<file path="src/inc/qsj_pkg.sv">
/*
  constants, field layouts and state encodings for the four-channel slope
  converter controller.
  assumes: registers are addressed by word index taken from address lines 5:2.
*/
package qsj_pkg;

  // ----------------------------------------------------------------
  // sizes
  // ----------------------------------------------------------------
  localparam int NCH = 4;
  localparam int CNT_W = 16;
  localparam int DATA_W = 16;
  localparam int ADDR_W = 4;
  localparam int DIV_W = 6;
  localparam int CLK_PERIOD_NS = 100;

  // ----------------------------------------------------------------
  // register byte offsets and word indices
  // ----------------------------------------------------------------
  localparam logic [7:0] OFF_INTC = 8'h00;
  localparam logic [7:0] OFF_STAT = 8'h04;
  localparam logic [7:0] OFF_CON = 8'h08;
  localparam logic [7:0] OFF_CNT1 = 8'h0C;
  localparam logic [7:0] OFF_CNT2 = 8'h10;
  localparam logic [7:0] OFF_CNT3 = 8'h14;
  localparam logic [7:0] OFF_CNT4 = 8'h18;
  localparam logic [7:0] OFF_CLKDIV = 8'h1C;
  localparam logic [ADDR_W-1:0] IDX_INTC = OFF_INTC[5:2];
  localparam logic [ADDR_W-1:0] IDX_STAT = OFF_STAT[5:2];
  localparam logic [ADDR_W-1:0] IDX_CON = OFF_CON[5:2];
  localparam logic [ADDR_W-1:0] IDX_CNT1 = OFF_CNT1[5:2];
  localparam logic [ADDR_W-1:0] IDX_CNT2 = OFF_CNT2[5:2];
  localparam logic [ADDR_W-1:0] IDX_CNT3 = OFF_CNT3[5:2];
  localparam logic [ADDR_W-1:0] IDX_CNT4 = OFF_CNT4[5:2];
  localparam logic [ADDR_W-1:0] IDX_CLKDIV = OFF_CLKDIV[5:2];

  // ----------------------------------------------------------------
  // reset values and field positions
  // ----------------------------------------------------------------
  localparam logic [7:0] INTC_RST = 8'h0F;
  localparam logic [7:0] STAT_RST = 8'h00;
  localparam logic [7:0] CON_RST = 8'h00;
  localparam logic [DIV_W-1:0] DIV_RST = 6'h00;
  localparam logic [CNT_W-1:0] CNT_RST = 16'h0000;
  localparam int INTC_MODE_ANY = 4;
  localparam int INTC_MODE_ALL = 5;
  localparam int INTC_MODE_FIRST = 6;
  localparam int INTC_MODE_SECOND = 7;
  localparam int CON_DCHG_LSB = 4;
  localparam int STAT_REQ_LSB = 4;

  // ----------------------------------------------------------------
  // channel state, one-hot
  // ----------------------------------------------------------------
  typedef enum logic [3:0] {
    CH_CLEAR = 4'b0001,
    CH_RUN = 4'b0010,
    CH_STOP = 4'b0100,
    CH_DONE = 4'b1000
  } qsj_chan_e;

endpackage

</file>
<file path="src/inc/qsj_chan_if.sv">
/*
  per-channel link between the register core and one converter channel.
  assumes: one instance per channel, all on the system clock.
*/
`timescale 1ns/1ps
interface qsj_chan_if;
  import qsj_pkg::*;
  logic en;
  logic dchg;
  logic tick;
  logic comp;
  logic rd;
  logic [CNT_W-1:0] count;
  logic stop;

  modport ctrl (output en, output dchg, output tick, output comp, output rd,
                input count, input stop);
  modport chan (input en, input dchg, input tick, input comp, input rd,
                output count, output stop);
endinterface

</file>
<file path="src/core/qsj_channel.sv">
/*
  one converter channel: a 16-bit ramp-time counter with stop flag.
  assumes: tick is a one-cycle pulse of the divided counting clock; comp is
  the synchronous comparator output, high once the ramp passes threshold.
*/
`timescale 1ns/1ps
module qsj_channel
(
  input wire logic i_sys_clk,  // system clock
  input wire logic i_rstn,     // async reset, active low
  qsj_chan_if.chan ch          // control and results
);
  import qsj_pkg::*;

  qsj_chan_e state_q;
  logic [CNT_W-1:0] count_q;

  // ----------------------------------------------------------------
  // channel sequence
  // ----------------------------------------------------------------
  // stop on threshold
  always_ff @(posedge i_sys_clk or negedge i_rstn)
  begin
    if (!i_rstn)
      state_q <= CH_CLEAR;
    else
    begin
      case (state_q)
        CH_CLEAR:
          if (ch.en && !ch.dchg)
            state_q <= CH_RUN;
        CH_RUN:
          if (!ch.en)
            state_q <= CH_CLEAR;
          else if (ch.comp)
            state_q <= CH_STOP;
        CH_STOP:
          if (!ch.en)
            state_q <= CH_CLEAR;
          else if (ch.rd)
            state_q <= CH_DONE;
        CH_DONE:
          if (!ch.en)
            state_q <= CH_CLEAR;
        default:
          state_q <= CH_CLEAR;
      endcase
    end
  end

  // ----------------------------------------------------------------
  // counter
  // ----------------------------------------------------------------
  // count from release
  always_ff @(posedge i_sys_clk or negedge i_rstn)
  begin
    if (!i_rstn)
      count_q <= CNT_RST;
    else if (state_q == CH_CLEAR || state_q == CH_DONE || !ch.en)
      count_q <= CNT_RST;
    else if (state_q == CH_STOP && ch.rd)
      count_q <= CNT_RST;
    else if (state_q == CH_RUN && !ch.comp && !ch.dchg && ch.tick)
      count_q <= count_q + 16'h0001;
  end

  assign ch.count = count_q;
  assign ch.stop = (state_q == CH_STOP);

  // ----------------------------------------------------------------
  // checks
  // ----------------------------------------------------------------
  a_count_hold: assert property (@(posedge i_sys_clk) disable iff (!i_rstn)
    ch.stop && ch.en && !ch.rd |=> ch.stop && $stable(count_q))
    else $error("stopped count changed before read");
  a_stop_on_comp: assert property (@(posedge i_sys_clk) disable iff (!i_rstn)
    state_q == CH_RUN && ch.en && ch.comp |=> ch.stop ##0 count_q == $past(count_q))
    else $error("threshold did not stop channel");
  a_read_resets: assert property (@(posedge i_sys_clk) disable iff (!i_rstn)
    ch.stop && ch.en && ch.rd |=> !ch.stop && count_q == CNT_RST)
    else $error("read of stopped channel did not reset it");
  a_clear_count: assert property (@(posedge i_sys_clk) disable iff (!i_rstn)
    !ch.en |=> count_q == CNT_RST && !ch.stop)
    else $error("clear bit did not clear channel");
  c_channel_stop: cover property (@(posedge i_sys_clk) disable iff (!i_rstn)
    state_q == CH_RUN ##1 ch.stop ##[1:20] ch.rd);
endmodule

</file>
<file path="src/core/qsj_joystick_top.sv">
/*
  four-channel slope converter controller with strobe-timed register port.
  assumes: all inputs synchronous to i_sys_clk, including the free-running
  reference clock, which is sampled and divided; a select cycle precedes
  each read strobe so read data is registered before the strobe.
*/
`timescale 1ns/1ps
// Function
// - four channels, each 16-bit counter
// - count while converting, stop on threshold
// - hold stopped count until read, then reset
// - active-low discharge output per channel
// - bias enable is OR of enables
// - four channel enables, reset 0x0F
// - bits 7:4 select interrupt combination
// - request equals stop AND enable
// - status: requests high, stops low, read-only
// - control: discharge high nibble, counter enables low
// - counting starts together with ramp release
// - four read-only count registers, reset zero
// - counting clock is reference over twice divisor
// - interrupt high when selected combination requests
module qsj_joystick_top
#(
  parameter int NUM_CH = qsj_pkg::NCH  // channel count
)
(
  input wire logic i_sys_clk,                          // system clock, 10 MHz
  input wire logic i_rstn,                             // async reset, active low
  input wire logic i_psel,                             // peripheral select
  input wire logic i_pstb,                             // transfer strobe
  input wire logic i_pwrite,                           // 1 write, 0 read
  input wire logic [qsj_pkg::ADDR_W-1:0] i_pa,         // word address 5:2
  input wire logic [qsj_pkg::DATA_W-1:0] i_pd_in,      // data bus in
  output logic [qsj_pkg::DATA_W-1:0] o_pd_out,         // data bus out
  output logic o_pd_oe,                                // data bus drive enable
  input wire logic [NUM_CH-1:0] i_comp_trip,           // comparator outputs
  input wire logic i_reference_clock_in,               // free-running ref clock
  output logic [NUM_CH-1:0] o_ramp_dchg_n,             // discharge, active low
  output logic o_comparator_bias_enable,               // comparator bias on
  output logic o_threshold_irq                         // interrupt, active high
);
  import qsj_pkg::*;

  logic [7:0] intc_q;
  logic [7:0] con_q;
  logic [DIV_W-1:0] divide_setting_q;
  logic [DATA_W-1:0] rdata_q;
  logic pstb_q;
  logic ref_q;
  logic [DIV_W-1:0] div_cnt_q;
  logic div_phase_q;
  logic tick_q;
  logic irq_q;
  logic ref_rise;
  logic tick_d;
  logic wr_en;
  logic rd_pulse;
  logic [NUM_CH-1:0] cnt_sel;
  logic [NUM_CH-1:0] channel_irq_enable;
  logic [NUM_CH-1:0] stop_flags;
  logic [NUM_CH-1:0] req;
  logic [7:0] status;
  logic [CNT_W-1:0] count_value [NUM_CH];
  logic irq_d;

  // ----------------------------------------------------------------
  // register port
  // ----------------------------------------------------------------
  function automatic logic [NUM_CH-1:0] cnt_hit(input logic [ADDR_W-1:0] a);
    logic [NUM_CH-1:0] h;
    h = '0;
    for (int k = 0; k < NUM_CH; k++)
      h[k] = (a == IDX_CNT1 + ADDR_W'(k));
    return h;
  endfunction

  assign wr_en = i_psel && i_pstb && i_pwrite;
  assign rd_pulse = i_psel && i_pstb && !i_pwrite && !pstb_q;
  assign o_pd_oe = i_psel && i_pstb && !i_pwrite;
  assign o_pd_out = rdata_q;
  assign cnt_sel = cnt_hit(i_pa);

  always_ff @(posedge i_sys_clk or negedge i_rstn)
  begin
    if (!i_rstn)
      pstb_q <= 1'b0;
    else
      pstb_q <= i_pstb;
  end

  always_ff @(posedge i_sys_clk or negedge i_rstn)
  begin
    if (!i_rstn)
      intc_q <= INTC_RST;
    else if (wr_en && i_pa == IDX_INTC)
      intc_q <= i_pd_in[7:0];
  end

  always_ff @(posedge i_sys_clk or negedge i_rstn)
  begin
    if (!i_rstn)
      con_q <= CON_RST;
    else if (wr_en && i_pa == IDX_CON)
      con_q <= i_pd_in[7:0];
  end

  always_ff @(posedge i_sys_clk or negedge i_rstn)
  begin
    if (!i_rstn)
      divide_setting_q <= DIV_RST;
    else if (wr_en && i_pa == IDX_CLKDIV)
      divide_setting_q <= i_pd_in[DIV_W-1:0];
  end

  assign status = {req, stop_flags};

  // read data captured before the strobe and held through it
  always_ff @(posedge i_sys_clk or negedge i_rstn)
  begin
    if (!i_rstn)
      rdata_q <= '0;
    else if (i_psel && !i_pwrite && !i_pstb)
    begin
      rdata_q <= '0;
      case (i_pa)
        IDX_INTC:
          rdata_q <= {8'h00, intc_q};
        IDX_STAT:
          rdata_q <= {8'h00, status};
        IDX_CON:
          rdata_q <= {8'h00, con_q};
        IDX_CLKDIV:
          rdata_q <= {10'h000, divide_setting_q};
        default:
          for (int k = 0; k < NUM_CH; k++)
            if (cnt_sel[k])
              rdata_q <= count_value[k];
      endcase
    end
  end

  // ----------------------------------------------------------------
  // counting clock divider
  // ----------------------------------------------------------------
  always_ff @(posedge i_sys_clk or negedge i_rstn)
  begin
    if (!i_rstn)
      ref_q <= 1'b0;
    else
      ref_q <= i_reference_clock_in;
  end

  assign ref_rise = i_reference_clock_in && !ref_q;

  always_ff @(posedge i_sys_clk or negedge i_rstn)
  begin
    if (!i_rstn)
    begin
      div_cnt_q <= '0;
      div_phase_q <= 1'b0;
    end
    else if (divide_setting_q == DIV_RST)
    begin
      div_cnt_q <= '0;
      div_phase_q <= 1'b0;
    end
    else if (ref_rise)
    begin
      if (div_cnt_q == divide_setting_q - 6'h01)
      begin
        div_cnt_q <= '0;
        div_phase_q <= !div_phase_q;
      end
      else
        div_cnt_q <= div_cnt_q + 6'h01;
    end
  end

  assign tick_d = ref_rise && (divide_setting_q != DIV_RST) && !div_phase_q &&
                  (div_cnt_q == divide_setting_q - 6'h01);

  always_ff @(posedge i_sys_clk or negedge i_rstn)
  begin
    if (!i_rstn)
      tick_q <= 1'b0;
    else
      tick_q <= tick_d;
  end

  // ----------------------------------------------------------------
  // channels
  // ----------------------------------------------------------------
  assign channel_irq_enable = intc_q[NUM_CH-1:0];
  assign o_comparator_bias_enable = |channel_irq_enable;
  assign o_ramp_dchg_n = ~con_q[CON_DCHG_LSB +: NUM_CH];

  generate
    for (genvar g = 0; g < NUM_CH; g++)
    begin : g_ch
      qsj_chan_if chif ();
      assign chif.en = con_q[g];
      assign chif.dchg = con_q[CON_DCHG_LSB + g];
      assign chif.tick = tick_q;
      assign chif.comp = i_comp_trip[g];
      assign chif.rd = rd_pulse && cnt_sel[g];
      assign count_value[g] = chif.count;
      assign stop_flags[g] = chif.stop;
      qsj_channel u_ch (
        .i_sys_clk(i_sys_clk),
        .i_rstn(i_rstn),
        .ch(chif)
      );
    end
  endgenerate

  // ----------------------------------------------------------------
  // interrupt combination
  // ----------------------------------------------------------------
  // request per channel
  assign req = stop_flags & channel_irq_enable;

  // mode select, pairs 1-2 and 3-4
  always_comb
  begin
    irq_d = 1'b0;
    if (intc_q[INTC_MODE_ANY] && |req)
      irq_d = 1'b1;
    if (intc_q[INTC_MODE_ALL] && |channel_irq_enable && req == channel_irq_enable)
      irq_d = 1'b1;
    if (intc_q[INTC_MODE_FIRST] && &req[1:0])
      irq_d = 1'b1;
    if (intc_q[INTC_MODE_SECOND] && &req[3:2])
      irq_d = 1'b1;
  end

  always_ff @(posedge i_sys_clk or negedge i_rstn)
  begin
    if (!i_rstn)
      irq_q <= 1'b0;
    else
      irq_q <= irq_d;
  end

  assign o_threshold_irq = irq_q;

  // ----------------------------------------------------------------
  // checks
  // ----------------------------------------------------------------
  a_bias_or_en: assert property (@(posedge i_sys_clk) disable iff (!i_rstn)
    o_comparator_bias_enable == |intc_q[3:0])
    else $error("bias enable not OR of enables");
  a_intc_write: assert property (@(posedge i_sys_clk) disable iff (!i_rstn)
    wr_en && i_pa == IDX_INTC |=> intc_q == $past(i_pd_in[7:0]))
    else $error("interrupt control not written");
  a_status_map: assert property (@(posedge i_sys_clk) disable iff (!i_rstn)
    i_psel && !i_pwrite && !i_pstb && i_pa == IDX_STAT
    |=> rdata_q[7:0] == {$past(stop_flags & intc_q[3:0]), $past(stop_flags)})
    else $error("status read data wrong");
  a_dchg_pins: assert property (@(posedge i_sys_clk) disable iff (!i_rstn)
    wr_en && i_pa == IDX_CON |=> o_ramp_dchg_n == ~$past(i_pd_in[7:4]))
    else $error("discharge pins do not follow control");
  a_div_zero: assert property (@(posedge i_sys_clk) disable iff (!i_rstn)
    divide_setting_q == DIV_RST |=> !tick_q)
    else $error("tick with zero divisor");
  a_tick_on_rise: assert property (@(posedge i_sys_clk) disable iff (!i_rstn)
    tick_q |-> $past(ref_rise) && !$past(div_phase_q) && div_phase_q)
    else $error("tick not on divided clock rise");
  a_irq_any: assert property (@(posedge i_sys_clk) disable iff (!i_rstn)
    intc_q[INTC_MODE_ANY] && |(stop_flags & intc_q[3:0]) |=> o_threshold_irq)
    else $error("any-mode interrupt missing");
  a_irq_pair: assert property (@(posedge i_sys_clk) disable iff (!i_rstn)
    intc_q[7:4] == 4'h4 && !(&(stop_flags[1:0] & intc_q[1:0])) |=> !o_threshold_irq)
    else $error("first-pair interrupt without both requests");
  a_reads_zero: assert property (@(posedge i_sys_clk) disable iff (!i_rstn)
    i_psel && !i_pwrite && !i_pstb && i_pa > IDX_CLKDIV |=> rdata_q == '0)
    else $error("unmapped read not zero");
  c_irq_raised: cover property (@(posedge i_sys_clk) disable iff (!i_rstn)
    !o_threshold_irq ##1 o_threshold_irq);
  c_all_mode: cover property (@(posedge i_sys_clk) disable iff (!i_rstn)
    intc_q[INTC_MODE_ALL] && o_threshold_irq);
  c_count_read: cover property (@(posedge i_sys_clk) disable iff (!i_rstn)
    rd_pulse && |(cnt_hit(i_pa) & stop_flags));
endmodule

</file>
<file path="config.mk">
export PLATFORM = sky130hd
export DESIGN_NAME = qsj_joystick_top
export DESIGN_NICKNAME = d
export VERILOG_FILES = /design/src/inc/qsj_pkg.sv /design/src/inc/qsj_chan_if.sv /design/src/core/qsj_channel.sv /design/src/core/qsj_joystick_top.sv
export SDC_FILE = /design/constraint.sdc
export NUM_CORES = 1
export LEC_CHECK = 0
export ABC_CLOCK_PERIOD_IN_PS = 2700
export BUFFER_PORTS_ARGS = -buffer_cell sky130_fd_sc_hd__buf_2
export CAP_MARGIN = 15
export CORE_ASPECT_RATIO = 1.2
export CORE_MARGIN = 3
export CORE_UTILIZATION = 50
export DETAILED_ROUTE_END_ITERATION = 10
export PLACE_DENSITY = 0.68
export SLEW_MARGIN = 20
export SYNTH_ARGS = -nofsm -noshare
export SYNTH_HDL_FRONTEND = slang
export SYNTH_SLANG_ARGS = --single-unit
</file>
<file path="constraint.sdc">
create_clock -name i_sys_clk -period 2.7 [get_ports i_sys_clk]
set_input_delay 0.405 -clock i_sys_clk [delete_from_list [all_inputs] [get_ports i_sys_clk]]
set_output_delay 0.405 -clock i_sys_clk [all_outputs]
set_load 0.02 [all_outputs]
</file>
==> results of run 1 <==
-- layout make-up --
cell class	instances	area (µm²)
Clock buffer	25	495
Inverter	21	78.8
Sequential cell	129	3240
Tap cell	171	214
Clock inverter	5	30.0
Multi-Input combinational cell	589	3710
Fill cell	1224	5780
Timing Repair Buffer	64	388
-- cells in the mapped netlist, types with 2 or more instances --
library cell,number,area [µm²]
a211oi_1,14,105
a21oi_1,27,135
a221o_1,3,30.0
a221oi_1,5,43.8
a22o_1,9,78.8
a22oi_1,8,60.1
a31o_2,2,17.5
a31oi_1,8,50.1
a41oi_1,3,26.3
and2_1,6,37.5
and3_1,8,50.1
and3b_1,3,26.3
and4_1,5,43.8
buf_1,3,11.3
buf_2,2,10.0
clkbuf_1,29,109
dfrtp_1,121,3030
dfstp_2,8,210
ha_1,7,87.6
inv_1,21,78.8
mux2_2,23,259
mux2i_1,8,80.1
nand2_1,56,210
nand2b_1,12,75.1
nand3_1,31,155
nand3b_1,6,45.0
nand4_1,24,150
nor2_1,109,409
nor2_2,2,12.5
nor2b_1,16,100
nor3_1,19,95.1
nor3b_1,5,37.5
nor4_1,15,93.8
nor4b_1,3,26.3
o211ai_1,5,37.5
o21a_1,5,37.5
o21ai_0,38,190
o22ai_1,3,18.8
or3_1,8,50.1
or4_1,3,22.5
or4b_2,2,20.0
or4b_4,2,27.5
xnor2_1,26,228
xor2_1,43,377
-- path summary, 6_finish.rpt --
check	start	to	slack, ns
worst max register to register	g_ch[1].u_ch.state_q[3]	g_ch[1].u_ch.ch.count[14]	0.41
min in group asynchronous	i_rstn	g_ch[1].u_ch.ch.count[0]	0.48
worst min register to register	o_pd_out[3]	o_pd_out[3]	0.49
worst min-delay path	i_reference_clock_in	ref_q	0.12
max in group asynchronous	i_rstn	g_ch[2].u_ch.state_q[0]	1.42
worst max-delay path	g_ch[1].u_ch.state_q[3]	g_ch[1].u_ch.ch.count[14]	0.41
-- per-stage QoR --
| stage | setup slack (ns) | cell area (µm²) | std cells | power, µW | hold slack (ns) |
|---|---|---|---|---|---|
| floorplan | 0.407 | 7170 | 774 | 2980 | 0.109 |
| global placement | 0.455 | 7620 | 973 | 3280 | 0.367 |
| detailed placement | 0.419 | 7620 | 973 | 3330 | 0.370 |
| CTS | 0.409 | 8160 | 1004 | 5390 | 0.108 |
| global route | 0.306 | 8160 | 1004 | 5620 | 0.106 |
| finish | 0.406 | 8160 | 1004 | 5360 | 0.120 |
-- what timing repair did --
| action | 4_1_cts | 5_1_grt |
|---|---|---|
| hold endpoints to repair | 27 | 0 |
| hold buffers | 1 | 0 |
| resized for setup | 0 | 0 |
-- registers in the layout (all words and copies together) (netlist names), 6 cells and up --
register / flops
g_ch.u_ch.ch.count: 64
g_ch.u_ch.state_q: 16
o_pd_out: 16
con_q: 8
intc_q: 8
div_cnt_q: 6
divide_setting_q: 6
-- power by group through the flow --
stage / logic (µW) / clock network (µW) / registers [µW]
after floorplan: 653 / 0 / 2330
after global placement: 928 / 0 / 2350
after detailed placement: 968 / 0 / 2360
after CTS: 976 / 2090 / 2330
after global routing: 1080 / 2180 / 2360
final: 978 / 2050 / 2330
-- routing by layer --
layer	routed length, µm	vias to the layer above
met5	0	-
met3	723	49
li1	-	2875
met4	520	0
met1	7880	2946
met2	9090	186
-- cells in the final DEF, fill, tap and decap left out, drive strengths merged, types with 4 or more instances in the layout --
cell	count
a211oi	14
a21oi	27
a221oi	5
a22o	9
a22oi	8
a31oi	8
and2	6
and3	8
and4	5
buf	63
clkbuf	25
dfrtp	121
dfstp	8
ha	7
inv	21
mux2	23
mux2i	8
nand2	56
nand2b	12
nand3	31
nand3b	6
nand4	24
nor2	111
nor2b	16
nor3	19
nor3b	5
nor4	16
o211ai	5
o21a	5
o21ai	38
or3	8
or4b	4
xnor2	26
xor2	43
-- worst max-delay path, cell delays in order, from the launching register on --
cell and delay [ns]:
dfrtp_1 0.46, or4b_4 0.58, or4b_4 0.60, nor4_1 0.32, xnor2_1 0.18, nor2_2 0.04
-- kinds of logic (layout without fill, tap and decap cells) --
| family | after synthesis | after routing | synth area share (%) |
|---|---|---|---|
| adder cells (fa/ha/maj) | 7 | 7 | 1.22 |
| flip-flops | 129 | 129 | 45.2 |
| AND/OR/NAND/NOR | 341 | 341 | 24.4 |
| multiplexers | 31 | 31 | 4.73 |
| XOR/XNOR | 69 | 69 | 8.43 |
| buffers and inverters | 56 | 115 | 3.07 |
| AO/OA/AOI/OAI | 141 | 141 | 13.0 |
==> key figures, run 1 <==
Run status
  – Outcome: complete, no violations

GRT
  – Initial antenna violation count: 0
  – Met3 usage: 4.38%
  – Vias in the first global route: 5898
  – Remaining global-route overflow: 0
  – Gr usage total: 24.3%
  – GRT met2 Usage: 39.4%
  – First-pass GRT wire length: 30000 µm
  – Most used routing layer: met2
  – Grt met1 use: 31.6%
  – Largest net degree at the start of global routing: 70

Layout
  – Layout cells sized above 1: 16.0%
  – Final Util: 58.5%
  – Synth-to-Final Area Change: 13.8%
  – NumNets Final: 859
  – N_diodes: 0

Power
  – Sw Share: 29.4%
  – Pleak: 0.00331 µW
  – Clk pwr share: 38.3%
  – Flop pwr share: 43.5%
  – Net switching power: 1580 µW
  – Internal: 3790 µW
  – Maximum VDD drop: 0.522 mV
  – Power Dens Cells: 657 nW/µm²
  – Comb pwr share: 18.2%

Routing
  – WL/cell: 18.1 µm
  – Total Routed Length: 18200 µm
  – DRC Markers: 0
  – Via count: 6056
  – Routed Antenna Nets: 0
  – Vias per cell: 6.03
  – Drt initial violations: 507
  – Drt first pass iters: 5

STA
  – Fmax: 436 MHz
  – Final Max Tran Viols: 0
  – Minimum clock period: 2.29 ns
  – Worst slew pin tran: 0.779 ns
  – Max-slew headroom: 47.6%
  – Final setup fails: 0
  – Final hold viol count: 0
  – Crit share post-route: 85.0%
  – TNS Setup: 0 ns
  – Clk_skew: 0.00901 ns
  – RSZ-0062 raised after global routing: false

Critical path
  – Type of origin of the critical path: flop
  – Crit end category: flop
  – Crit path max fanout: 8
  – Arrival @ worst endpoint: 2.59 ns
  – Critical path class: reg2reg
  – Worst reg-to-reg path cell count: 5
  – Crit path required time: 3.00 ns

Hold path
  – Hold depth: 1
  – Worst hold path class: in2reg

CTS
  – Clk Latency, worst-skew pair: 0.41 ns
  – Clock Pin Slew Worst Setup and Hold Paths: 0.06 ns
  – Root buf cell: clkbuf_16
  – CTS tree: yes
  – CTS buffer count: 17
  – CTS sink cnt: 129
  – # H-tree levels: 4
  – Clock buffer depth: 2
  – Post-CTS Setup Inserts: 0

Floorplanning
  – Die area: 15800 µm²
  – Row count: 47
  – Die extent in x: 115 µm
  – Die height: 137 µm
  – CORE AREA: 13900 µm²
  – Starting Density: 51.4%
  – Top-level port count: 53

Logic synthesis
  – Ys Warns: 0
  – Post-Syn Area per Cell: 9.26 µm²
  – Cell area after synthesis: 7170 µm²
  – Synthesis-stage register bit count: 129
  – Post-synth EDFFs: 0
  – Yosys cell types: 62
  – Ys flop type: dfrtp_1
  – Synth Net Count: 811
  – Ys async rst share: 100%
  – Register area share after synthesis: 45.2%
  – Syn Inst Count: 774

Placement
  – Detail Placement HPWL: 13200 µm
  – Buffers on Ports: 44
  – GPL Wtd Cong: 0.936

Job
  – Max-cap violations: 0
No activity file was read; power rests on OpenSTA's default activity.
==> run 2, diff against run 1 <==
--- a/config.mk
+++ b/config.mk
@@ -5,14 +5,14 @@
 export SDC_FILE = /design/constraint.sdc
 export NUM_CORES = 1
 export LEC_CHECK = 0
-export ABC_CLOCK_PERIOD_IN_PS = 2700
+export ABC_CLOCK_PERIOD_IN_PS = 1850
 export BUFFER_PORTS_ARGS = -buffer_cell sky130_fd_sc_hd__buf_2
 export CAP_MARGIN = 15
 export CORE_ASPECT_RATIO = 1.2
 export CORE_MARGIN = 3
 export CORE_UTILIZATION = 50
 export DETAILED_ROUTE_END_ITERATION = 10
-export PLACE_DENSITY = 0.68
+export PLACE_DENSITY = 0.71
 export SLEW_MARGIN = 20
 export SYNTH_ARGS = -nofsm -noshare
 export SYNTH_HDL_FRONTEND = slang
==> constraint.sdc (replaced) <==
create_clock -name i_sys_clk -period 1.85 [get_ports i_sys_clk]
set_input_delay 0.2775 -clock i_sys_clk [delete_from_list [all_inputs] [get_ports i_sys_clk]]
set_output_delay 0.2775 -clock i_sys_clk [all_outputs]
set_load 0.02 [all_outputs]
==> run 2 against run 1 <==
The run now ends with negative setup slack left. First-iteration DRC count decreased by 3.0%. Utilization rose by 8.4 points. Combinational power grew 110%. Via count up 7.9%. Sequential power increased by 42%. Clock-buffer cell count shrank 5. Global-route usage rose by 1.9 points. Clock skew rose by 0.0017 ns. Sequential share of layout area fell by 5.0 points.
==> key figures, run 2 (synthesis results as in run 1) <==
Run status
  – Outcome: finished with violations
  – Failing checks: negative setup slack

Routing
  – Drt first pass iters: 5
  – Via count: 6537
  – Drt initial violations: 492
  – Total Routed Length: 20200 µm
  – WL/cell: 18.5 µm
  – DRC Markers: 0
  – Routed Antenna Nets: 0
  – Vias per cell: 6.00

Critical path
  – CP max-delay cell: or4b_4
  – Critical path class: reg2reg
  – Crit end category: flop
  – Arrival @ worst endpoint: 2.39 ns
  – Delay of the slowest cell on the worst path: 0.58 ns
  – Crit path max-delay family: simple AND/OR/NAND/NOR gates
  – CP Buf/Inv Count: 0
  – Crit path max fanout: 8
  – Type of origin of the critical path: flop
  – CP most frequent cell: or4b_4
  – Crit-path cells: or4b_4, or4b_4, nor4_4, xnor2_1, nor2_2
  – Crit path required time: 2.16 ns

STA
  – Fmax: 480 MHz
  – Max-slew headroom: 61.9%
  – Clk_skew: 0.0108 ns
  – Hold WS: 0.0311 ns
  – Minimum clock period: 2.08 ns
  – Final Max Tran Viols: 0
  – Worst slew pin tran: 0.567 ns
  – Crit share post-route: 113%
  – TNS Setup: -1.81 ns
  – Final setup fails: 19
  – Final hold viol count: 0
  – RSZ-0062 raised after global routing: true
  – Fin worst setup slack: -0.234 ns

Power
  – Internal: 6550 µW
  – Net switching power: 2610 µW
  – Pleak: 0.00393 µW
  – Clk pwr share: 41.4%
  – Flop pwr share: 36.2%
  – Maximum VDD drop: 0.786 mV
  – Power Dens Cells: 983 nW/µm²
  – Comb pwr share: 22.5%
  – Sw Share: 28.5%

Layout
  – Most frequent cells in the layout: dfrtp_1 (120), nor2_1 (105), buf_4 (94)
  – Register area: 3240 µm²
  – Layout cells sized above 1: 29.3%
  – Multi-input logic area: 4050 µm²
  – Layout fillers: 1062
  – N_diodes: 0
  – Most common cell after layout, fill and taps aside: dfrtp_1
  – NumNets Final: 943
  – Synth-to-Final Area Change: 30.2%
  – Largest register FFs: 64

Job
  – Max-cap violations: 0

CTS
  – Clk Latency, worst-skew pair: 0.43 ns
  – CTS sink cnt: 129
  – CTS tree: yes
  – Root buf cell: clkbuf_16
  – CTS buffer count: 17
  – Clock buffer depth: 2
  – # H-tree levels: 4
  – Clock Pin Slew Worst Setup and Hold Paths: 0.06 ns

Floorplanning
  – Die extent in x: 115 µm
  – Starting Density: 51.4%
  – CORE AREA: 13900 µm²
  – Die area: 15800 µm²
  – Top-level port count: 53
  – Row count: 47
  – Die height: 137 µm

Placement
  – Detail Placement HPWL: 14400 µm
  – Buffers on Ports: 44
  – Post-Place Worst Slack: -0.244 ns
  – GPL Wtd Cong: 0.900

GRT
  – Vias in the first global route: 6431
  – Largest net degree at the start of global routing: 44
  – Remaining global-route overflow: 0
  – Initial antenna violation count: 0
  – Gr usage total: 26.2%
  – First-pass GRT wire length: 32100 µm

Hold path
  – Worst hold path class: in2reg
==> run 2: cell types whose count changed in the layout (fill, tap and decap cells not counted), moves of 4 or more <==
| cell | previous run | this run |
|---|---|---|
| a211oi_1 | 14 | 10 |
| nor4_4 | 0 | 6 |
| bufinv_16 | 0 | 5 |
| nor3_1 | 19 | 13 |
| nor4_1 | 15 | 6 |
| clkbuf_1 | 4 | 0 |
| nor2_1 | 109 | 105 |
| buf_6 | 0 | 7 |
| or3_1 | 8 | 4 |
| buf_4 | 19 | 94 |
| a211oi_2 | 0 | 4 |
| or3_4 | 0 | 4 |
==> run 2: layout make-up <==
| cell class | instances | share of cell area [%] |
|---|---|---|
| clock buffer | 20 | 5.00 |
| clock inverter | 12 | 2.16 |
| inverter | 21 | 0.845 |
| multi-input combinational | 589 | 43.4 |
| sequential | 129 | 34.7 |
| tap | 171 | 2.29 |
| timing repair buffer | 148 | 11.5 |
==> run 2: repair_timing <==
action	4_1_cts	5_1_grt
hold endpoints to repair	18	0
endpoints found under the setup margin	34	40
pin swaps	11	11
setup buffers	2	8
hold buffers	2	0
resized for setup	23	29
==> run 2: metal layers <==
metal / GRT usage (%) / wire length, µm / vias up
met1: 32.5 / 8280 / 3220
li1: - / - / 3042
met3: 5.93 / 1040 / 58
met5: 0 / 0 / -
met2: 42.9 / 10200 / 217
met4: 12.9 / 728 / 0
==> run 2: worst paths after layout <==
path	from	slack [ns]	depth (start not counted)	to
worst max-delay path	g_ch[1].u_ch.state_q[0]	-0.23	5	g_ch[1].u_ch.ch.count[14]
worst min-delay path	i_pstb	0.03	1	pstb_q
worst max register to register	g_ch[1].u_ch.state_q[0]	-0.23	5	g_ch[1].u_ch.ch.count[14]
worst min register to register	o_pd_out[3]	0.50	1	o_pd_out[3]
max in group asynchronous	i_rstn	0.87	3	g_ch[0].u_ch.ch.count[14]
min in group asynchronous	i_rstn	0.30	2	g_ch[1].u_ch.ch.count[0]
==> run 2: per-stage QoR <==
| step | area [µm²] | util, % | instances | total power, µW |
|---|---|---|---|---|
| 4_1_cts | 9140 | 65.6 | 1083 | 9090 |
| 6_report | 9330 | 66.9 | 1090 | 9170 |
| 3_5_place_dp | 8350 | 59.9 | 1047 | 5210 |
| 5_1_grt | 9330 | 66.9 | 1090 | 9530 |
| 2_1_floorplan | 7320 | - | 774 | 4450 |
| 3_3_place_gp | 8350 | 59.9 | 1047 | 5120 |
==> run 2: power groups by stage <==
stage | clock [µW] | sequential, µW | combinational (µW)
2_1_floorplan | 0 | 3400 | 1040
3_3_place_gp | 0 | 3330 | 1790
3_5_place_dp | 0 | 3350 | 1860
4_1_cts | 3830 | 3300 | 1960
5_1_grt | 3950 | 3340 | 2240
6_report | 3790 | 3320 | 2060
